===== src/logic/spw_regs.vh =====
// Register map, field positions, reset values and frame constants of the wiper port
`ifndef SPW_REGS_VH
`define SPW_REGS_VH
// Register addresses (5-bit field of the command byte)
`define SPW_ADDR_WIPER 5'h00
`define SPW_ADDR_CTL 5'h10
// Reset values
`define SPW_WIPER_RST 7'h40
`define SPW_CTL_RST 8'h40
// Access control register fields
`define SPW_CTL_OD_BIT 1
`define SPW_CTL_SHDN_BIT 6
`define SPW_CTL_WMASK 8'h42
// Instruction codes (top three bits)
`define SPW_OP_NOOP 3'h0
`define SPW_OP_CTL_RD 3'h1
`define SPW_OP_CTL_WR 3'h3
`define SPW_OP_REG_RD 3'h4
`define SPW_OP_REG_WR 3'h6
// Byte position of the read echo and read data in a frame
`define SPW_RD_ECHO_BYTE 3'h2
`define SPW_RD_DATA_BYTE 3'h3
`endif

===== src/logic/spw_pot_port.v =====
// Serial slave port and register file of a 128-tap wiper potentiometer
//
// Contract
// - Sample data on rising clock while selected
// - Change output on falling clock during reads
// - Control bit 1 picks open-drain; reset push-pull
// - Output released whenever select is high
// - Select low means active, transfers accepted
// - Ignore traffic until first select fall
// - Select high means deselected, standby state
// - Wiper value 0 low end, 127 high
// - Command: 3-bit opcode, 5-bit register address
// - Decode no-op, control read/write, register read/write
// - Writes apply on select rising edge only
// - Read: bytes three and four echo, data
`timescale 1ns/10ps
`default_nettype none
`include "spw_regs.vh"

module spw_pot_port #(
   parameter WIPER_W = 7
) (
   // Clock and reset
   input wire mclk,
   input wire rst_n,
   // Serial pins from the host
   input wire sclk,
   input wire csN,
   input wire sdi,
   // Serial data output, two signals of a two-way pin; enable is active low
   output reg sdoOut_ff,
   output reg sdoOeN_ff,
   // Device state; the wiper value picks the tap, 0 at the low end
   output reg [WIPER_W-1:0] wiper_ff,
   // Access control register: bit 6 keeps the resistor on, bit 1 open-drain
   output reg [7:0] ctlReg_ff,
   output reg active_ff,
   output reg shutdownN_ff
);

   ////////////////////////////////////////////////////////////////////////////////
   // Two-flop synchronisers for all pins; only the second stage is read
   reg [2:0] syncA_ff;
   reg [2:0] syncB_ff;
   reg sclkOld_ff; // Previous synchronised clock, for edge finding
   reg csOld_ff; // Previous synchronised select
   always @(posedge mclk or negedge rst_n) begin
      if (!rst_n) begin
         // Reset as if select were already low: a select held low through
         // reset then shows no fall and the port stays unarmed
         syncA_ff <= 3'h0;
         syncB_ff <= 3'h0;
         sclkOld_ff <= 1'b0;
         // The rise seen when a high select comes through is harmless, as
         // nothing commits before the port is armed
         csOld_ff <= 1'b0;
      end else begin
         syncA_ff <= {csN, sclk, sdi};
         syncB_ff <= syncA_ff;
         sclkOld_ff <= syncB_ff[1];
         csOld_ff <= syncB_ff[2];
      end
   end

   wire sdiS = syncB_ff[0];
   wire sclkS = syncB_ff[1];
   wire csS = syncB_ff[2];
   wire sclkRise = sclkS & ~sclkOld_ff; // Mode 0: capture edge
   wire sclkFall = ~sclkS & sclkOld_ff; // Mode 0: launch edge
   wire csFall = ~csS & csOld_ff;
   wire csRise = csS & ~csOld_ff;

   ////////////////////////////////////////////////////////////////////////////////
   // Frame state
   reg armed_ff; // Set by the first select fall after reset
   reg [2:0] bitCnt_ff; // Bit index within the current byte
   reg [2:0] byteCnt_ff; // Byte index, saturates
   reg [7:0] shift_ff; // Incoming bits, MSB first
   reg [7:0] cmd_ff; // Command byte of the frame
   reg [7:0] data_ff; // First data byte of the frame
   reg haveData_ff; // At least one data byte seen
   reg [7:0] txShift_ff; // Outgoing byte
   wire [7:0] nxt_shift = {shift_ff[6:0], sdiS}; // MSB first
   // Selected and armed: only then are clock edges counted
   wire inFrame = armed_ff & ~csS;

   // Register chosen by a command byte, zero when unmapped
   // The control-read opcode ignores the address field
   function [7:0] readReg;
      input [7:0] cmd;
      input [WIPER_W-1:0] wip;
      input [7:0] ctl;
      begin
         if (cmd[7:5] == `SPW_OP_CTL_RD)
            readReg = ctl;
         else if (cmd[4:0] == `SPW_ADDR_WIPER)
            readReg = {{(8-WIPER_W){1'b0}}, wip};
         else if (cmd[4:0] == `SPW_ADDR_CTL)
            readReg = ctl;
         else
            readReg = 8'h00;
      end
   endfunction

   ////////////////////////////////////////////////////////////////////////////////
   // Shifter, byte counter and command capture
   always @(posedge mclk or negedge rst_n) begin
      if (!rst_n) begin
         armed_ff <= 1'b0;
         bitCnt_ff <= 3'h0;
         byteCnt_ff <= 3'h0;
         shift_ff <= 8'h00;
         cmd_ff <= 8'h00;
         data_ff <= 8'h00;
         haveData_ff <= 1'b0;
      end else if (csFall) begin
         // New frame starts clean
         armed_ff <= 1'b1;
         bitCnt_ff <= 3'h0;
         byteCnt_ff <= 3'h0;
         haveData_ff <= 1'b0;
      end else if (inFrame && sclkRise) begin
         // One bit per rising clock edge
         shift_ff <= nxt_shift;
         bitCnt_ff <= bitCnt_ff + 3'h1;
         if (bitCnt_ff == 3'h7) begin
            if (byteCnt_ff != 3'h7)
               byteCnt_ff <= byteCnt_ff + 3'h1;
            if (byteCnt_ff == 3'h0) begin
               cmd_ff <= nxt_shift;
            end else if (byteCnt_ff == 3'h1) begin
               // Only the first data byte counts for a write
               data_ff <= nxt_shift;
               haveData_ff <= 1'b1;
            end
         end
      end
   end

   ////////////////////////////////////////////////////////////////////////////////
   // Register file; writes commit only at the end of the frame
   // Either control-write opcode, or a register write to the control address
   wire isCtlWr = (cmd_ff[7:5] == `SPW_OP_CTL_WR) ||
      ((cmd_ff[7:5] == `SPW_OP_REG_WR) && (cmd_ff[4:0] == `SPW_ADDR_CTL));
   wire isWipWr = (cmd_ff[7:5] == `SPW_OP_REG_WR) && (cmd_ff[4:0] == `SPW_ADDR_WIPER);
   // A frame cut before its first data byte ends writes nothing
   always @(posedge mclk or negedge rst_n) begin
      if (!rst_n) begin
         wiper_ff <= `SPW_WIPER_RST;
         ctlReg_ff <= `SPW_CTL_RST;
      end else if (csRise && armed_ff && haveData_ff) begin
         if (isWipWr)
            wiper_ff <= data_ff[WIPER_W-1:0];
         else if (isCtlWr) begin
            // Reserved bits always read back as zero
            ctlReg_ff <= data_ff & `SPW_CTL_WMASK;
         end
      end
   end

   ////////////////////////////////////////////////////////////////////////////////
   // Read path: echo in byte three, data in byte four, shifted out on falls
   wire isRead = (cmd_ff[7:5] == `SPW_OP_CTL_RD) || (cmd_ff[7:5] == `SPW_OP_REG_RD);
   wire byteStart = inFrame && sclkFall && (bitCnt_ff == 3'h0);
   // Bytes three and four of a read frame carry the answer
   wire inReadWin = (byteCnt_ff == `SPW_RD_ECHO_BYTE) || (byteCnt_ff == `SPW_RD_DATA_BYTE);
   // Open-drain only ever pulls low; a one leaves the line to the pull-up
   wire odMode = ctlReg_ff[`SPW_CTL_OD_BIT];
   // Register value, taken once as byte four opens so the byte never tears
   wire [7:0] rdVal = readReg(cmd_ff, wiper_ff, ctlReg_ff);
   always @(posedge mclk or negedge rst_n) begin
      if (!rst_n) begin
         txShift_ff <= 8'h00;
         sdoOut_ff <= 1'b1;
         sdoOeN_ff <= 1'b1;
      end else if (!inFrame) begin
         // Released while deselected, in either output type
         sdoOut_ff <= 1'b1;
         sdoOeN_ff <= 1'b1;
      end else if (sclkFall) begin
         if (byteStart && isRead && inReadWin) begin
            // Load a fresh byte and launch its MSB
            if (byteCnt_ff == `SPW_RD_ECHO_BYTE) begin
               // Echo of the command byte as received
               txShift_ff <= {cmd_ff[6:0], 1'b0};
               sdoOut_ff <= cmd_ff[7];
               sdoOeN_ff <= odMode & cmd_ff[7];
            end else begin
               // MSB goes out now, the other seven wait in the shifter
               txShift_ff <= {rdVal[6:0], 1'b0};
               sdoOut_ff <= rdVal[7];
               sdoOeN_ff <= odMode & rdVal[7];
            end
         end else if (inReadWin) begin
            if (isRead && bitCnt_ff != 3'h0) begin
               // Next bit, MSB first
               txShift_ff <= {txShift_ff[6:0], 1'b0};
               sdoOut_ff <= txShift_ff[7];
               sdoOeN_ff <= odMode & txShift_ff[7];
            end
         end else begin
            sdoOut_ff <= 1'b1;
            sdoOeN_ff <= 1'b1;
         end
      end
   end

   ////////////////////////////////////////////////////////////////////////////////
   // Power state outputs
   always @(posedge mclk or negedge rst_n) begin
      if (!rst_n) begin
         active_ff <= 1'b0;
         shutdownN_ff <= 1'b1;
      end else begin
         // Active only while selected after the first select fall; standby otherwise
         active_ff <= inFrame;
         // Shutdown follows the control bit; the analog switches act on it elsewhere
         shutdownN_ff <= ctlReg_ff[`SPW_CTL_SHDN_BIT];
      end
   end

endmodule // spw_pot_port
`default_nettype wire


===== config.mk =====
export PLATFORM = sky130hd
export DESIGN_NAME = spw_pot_port
export DESIGN_NICKNAME = d
export VERILOG_FILES = /design/src/logic/spw_pot_port.v
export VERILOG_INCLUDE_DIRS = /design/src /design/src/logic
export SDC_FILE = /design/constraint.sdc
export NUM_CORES = 1
export LEC_CHECK = 0
export BUFFER_PORTS_ARGS = -buffer_cell sky130_fd_sc_hd__buf_2
export CORE_AREA = 4 4 65 82
export CTS_BUF_LIST = sky130_fd_sc_hd__clkbuf_4 sky130_fd_sc_hd__clkbuf_8
export CTS_CLUSTER_SIZE = 12
export DETAILED_ROUTE_END_ITERATION = 12
export DIE_AREA = 0 0 69 86
export PLACE_DENSITY = 0.77
export REMOVE_ABC_BUFFERS = 1
export SYNTH_ARGS = -nofsm -noshare
export SYNTH_HDL_FRONTEND = slang
export SYNTH_SLANG_ARGS = --single-unit

===== constraint.sdc =====
create_clock -name mclk -period 4.6 [get_ports mclk]
set_clock_uncertainty 0.05 [all_clocks]
set_input_delay 0.46 -clock mclk [delete_from_list [all_inputs] [get_ports mclk]]
set_output_delay 0.46 -clock mclk [all_outputs]
set_load 0.005 [all_outputs]

---- Word-level counts from Yosys, hierarchy flattened ----
Cells that the tools add are included.
storage, ports and cells
  flip-flop bits (word level) ............. 59
  input bits .............................. 5
  logic and storage cells ................. 110
operators by class
  reductions and logical operators ........ 32
  $add $sub $neg .......................... 2
  equality and inequality tests ........... 13
  bitwise operators ....................... 15
  mux-type cells .......................... 30
operators by type and width
  cell                                                                     number
  8-bit two-way mux                                                        4
  7-bit two-way mux                                                        3
  3-bit two-way mux                                                        6
  1-bit two-way mux                                                        17
  4-bit AND reduction                                                      3
  2-bit nonzero test                                                       6
  1-bit logical AND                                                        10
  3-bit by 2-bit == test with 1-bit output, second input constant          3
  3-bit == test, second input constant                                     3
  1-bit AND                                                                7
  1-bit NOT                                                                7
  3-bit by 1-bit adder with 3-bit output, second input constant            2
  3-bit by 1-bit == test with 1-bit output, second input constant          2
  3-bit logical NOT                                                        2
  2-bit AND reduction                                                      3
  3-bit AND reduction                                                      2
  5-bit == test, second input constant                                     1
  5-bit logical NOT                                                        1
  5-bit AND reduction                                                      1
  2-bit inequality test, second input constant                             2
  4-bit by 2-bit inequality test with 1-bit output, second input constant  1
  1-bit logical OR                                                         3
  3-bit inequality test, second input constant                             1
  3-bit nonzero test                                                       1
  1-bit AND, second input constant                                         1

---- Logic depth before layout (Yosys ltp) ----
  depth after elaboration ................. 9
  mapped depth ............................ 8
  mapped depth without buffers ............ 7

---- Worst setup path before layout ----
No wires, ideal clock.
  path type ............................... register to register
  start ................................... register syncB_ff[2]
  end ..................................... register data_ff[0]
  path slack .............................. 2.688 ns
  stages on the path, launching flop included .. 8
  clock period less this slack ............ 1.912 ns
  data arrival time ....................... 1.737 ns
  buffers on the path ..................... 3
  path through ............................ dfrtp_1 nor4bb_1 buf_4 and2b_1 buf_6 and4_1 buf_6 mux2_2
on the way
  longest elaborated chain between the ends .. 4
  elaborated cells between the ends (all ways) .. 6
ends and longest elaborated chain
  element                                         RTL line                              RTL
  start: declaration                              spw_pot_port.v:44                     reg [2:0] syncB_ff;
  start signal: assignment                        spw_pot_port.v:59                     syncB_ff <= syncA_ff;
  1-bit NOT (*)                                   spw_pot_port.v:70, spw_pot_port.v:85
  1-bit AND (on tied branches)                    spw_pot_port.v:85, spw_pot_port.v:70
  1-bit logical AND or 1-bit NOT (tied branches)  n/a
  5-bit AND reduction (no line) (*)               n/a
  end signal: assignment                          spw_pot_port.v:133                    data_ff <= nxt_shift;
  end: declaration                                spw_pot_port.v:80                     reg [7:0] data_ff;
Mark *: on every way between the ends. The rest lies on a longest branch, timed or not.
A chain may end at the register's enable or synchronous reset.

---- Worst setup path in the final report ----
  start ................................... register syncB_ff[2]
  end ..................................... register data_ff[4]
The elaborated chain is that of the path after synthesis.

==> impl_metrics.env <==
export IMPL_status="complete, no violations"
export IMPL_port_buffers=17
export IMPL_gp_congestion=0.798
export IMPL_path_delay_family="simple AND/OR/NAND/NOR gates"
export IMPL_critPathMaxStageDelay_ns=0.94
export IMPL_crit_slowest_cell="nor4bb_1"
export IMPL_die_area_um2=5930
export IMPL_grt_ovfl_total=0
export IMPL_postCtsResizedCells=0
export IMPL_stdcell_area_um2=2940
export IMPL_finalHoldViolCount=0
export IMPL_ys_seq_elements=58
export IMPL_routed_wl_mm=4.68
export IMPL_nets=243
export IMPL_cts_max_level=3
export IMPL_rows=28
export IMPL_drv_slew=0
export IMPL_crit_chain="nor4bb_1, and2b_1, and4_1, mux2_2"
export IMPL_ant_nets=0
export IMPL_clock_latency_ns=0.34
export IMPL_firstDrtPassIters=4
export IMPL_ir_drop_uv=218
export IMPL_layout_cells_most_common="dfrtp_1"
export IMPL_ys_seq_area_share_pct=55.4
export IMPL_dp_hpwl_mm=3.28
export IMPL_die_w_um=69
export IMPL_synthFlopType="dfrtp_1"
export IMPL_detailed_place_area_um2=2720
export IMPL_fin_crit_sh_pct=63.0
export IMPL_n_antenna_cell=0
export IMPL_yosys_warnings=0
export IMPL_viasPerCell=5.41
export IMPL_worstMarginPinSlew_ns=1.09
export IMPL_start_util_pct=56.8
export IMPL_core_um2=4620
export IMPL_worst_setup_path_end_kind="register"
export IMPL_critPathBufInv=0
export IMPL_setup_violations_final=0
export IMPL_total_power_w=0.00109
export IMPL_cts_tree="built"
export IMPL_max_freq_ghz=0.345
export IMPL_path_max_fanout=9
export IMPL_grt_total_usage_pct=18.3
export IMPL_cts_sink_count=58
export IMPL_tns_ns=0
export IMPL_crit_arrival_ns=3.06
export IMPL_synthArstFlopShare_pct=100
export IMPL_drv_cap=0
export IMPL_postLayoutCoreUtil_pct=63.5
export IMPL_cts_clk_slew_worst_paths_ns=0.06
export IMPL_area_growth_syn_to_layout_pct=11.8
export IMPL_hold_path_class="in2reg"
export IMPL_clockBufferDepth=2
export IMPL_chipHeight_um=86
export IMPL_fin_ws_ns=1.70
export IMPL_drc_errors=0
export IMPL_syn_area_um2=2630
export IMPL_crit_type="reg2reg"
export IMPL_synth_area_per_cell_um2=12.6
export IMPL_grt_pass1_wl_mm=8.11
export IMPL_wl_per_cell_um=15.9
export IMPL_grt_pass1_vias=1669
export IMPL_drive_above_1_share_pct=32.1
export IMPL_p_leak_nw=1.46
export IMPL_cts_buffers=9
export IMPL_grt_max_degree=59
export IMPL_cts_root_buf="clkbuf_8"
export IMPL_drtIter0Drc=104
export IMPL_ioPinCount=24
export IMPL_worstSetupStartpointType="register"
export IMPL_critPathRequiredTime_ns=4.77
export IMPL_powerDensity_nw_per_um2=372
export IMPL_num_vias=1592
export IMPL_synth_edf_count=0
export IMPL_grt_antenna_before_repair=0
export IMPL_syn_inst=208
export IMPL_rsz0062_at_grt="false"
export IMPL_cts_setup_buffers=0
export IMPL_period_minus_slack_ns=2.90
export IMPL_relSlewSlack_pct=26.1
export IMPL_synth_distinct_cells=43
export IMPL_place_ws_ns=1.78
export IMPL_final_cell_mix="dfrtp_1 (53), mux2_2 (31), buf_2 (17)"
export IMPL_hold_buffers=0
-- where the power goes --
| part | internal, W | switching [W] |
|---|---|---|
| Clock | 0.000306 | 0.000190 |
| Combinational | 0.0000208 | 0.0000248 |
| Sequential | 0.000532 | 0.0000192 |
| Total | 0.000858 | 0.000234 |
-- path summary, 6_finish.rpt --
check,start,end,slack (ns),cells after the start
worst max-delay path,syncB_ff[2]$_DFF_PN0_,data_ff[4]$_DFFE_PN0P_,1.70,4
worst min-delay path,sclk,syncA_ff[1]$_DFF_PN0_,0.18,1
worst max register to register,syncB_ff[2]$_DFF_PN0_,data_ff[4]$_DFFE_PN0P_,1.70,4
worst min register to register,syncA_ff[0]$_DFF_PN0_,syncB_ff[0]$_DFF_PN0_,0.30,0
max in group asynchronous,rst_n,syncB_ff[0]$_DFF_PN0_,3.83,2
min in group asynchronous,rst_n,bitCnt_ff[2]$_DFFE_PN0P_,0.20,2
-- state kept, by name, summed over array words and instances (netlist names) --
signal / cells
byteCnt_ff: 3
shutdownN_ff: 1
csOld_ff: 1
haveData_ff: 1
sdoOeN_ff: 1
data_ff: 7
ctlReg_ff: 2
sdoOut_ff: 1
wiper_ff: 7
txShift_ff: 7
syncB_ff: 3
sclkOld_ff: 1
armed_ff: 1
cmd_ff: 8
shift_ff: 7
bitCnt_ff: 3
syncA_ff: 3
active_ff: 1
-- through the flow --
step                instances  hold WS [ns]
floorplan                 200         0.114
global placement          278         0.283
detailed placement        278         0.286
CTS                       294         0.167
global route              294         0.166
finish                    294         0.178
-- area by class of cell --
cell class / count / area [um2]
clock inverter: 2 / 35.0
tap: 60 / 75.1
multi-input combinational: 133 / 1060
inverter: 9 / 33.8
fill: 382 / 1690
timing repair buffer: 18 / 92.6
clock buffer: 14 / 180
sequential: 58 / 1460
-- cells by family (layout without fill, tap and decap cells) --
group / Yosys count / count (layout) / share of synthesized area, %
adder cells (fa/ha/maj): 9 / 9 / 4.28
multiplexers: 33 / 33 / 14.0
AO/OA/AOI/OAI: 28 / 28 / 7.66
XOR/XNOR: 3 / 3 / 1.00
flip-flops: 58 / 58 / 55.4
buffers and inverters: 22 / 43 / 4.81
other: 1 / 6 / 0.143
AND/OR/NAND/NOR: 54 / 54 / 12.6
-- worst reg2reg max path, stage by stage (launching register included) --
cell      delay [ns]
dfrtp_1         0.43
nor4bb_1        0.94
and2b_1         0.50
and4_1          0.48
mux2_2          0.39
-- Yosys cell counts (all sizes together) (3+ instances only) --
cell type   n  area share (%)
a21oi       4            0.76
inv         9             1.3
ha          9             4.3
dfstp       5             5.0
mux2       31              13
a21o        3            0.86
nor2       15             2.1
o21ai       4            0.76
dfrtp      53              50
nand2       8             1.1
buf        11             3.2
nand3       5             1.1
a221oi      6             2.0
nor3b       5             1.6
o31ai       4             1.1
nor2b       6             1.4
nor3        3            0.57
-- per-layer routing --
metal  track usage [%]  share of wire [%]
met1              21.7                 44
met2              29.0                 49
met3              6.10                3.6
met4              10.7                2.8
met5                 0                  0
Note: power is estimated with default switching activity, not from simulation.
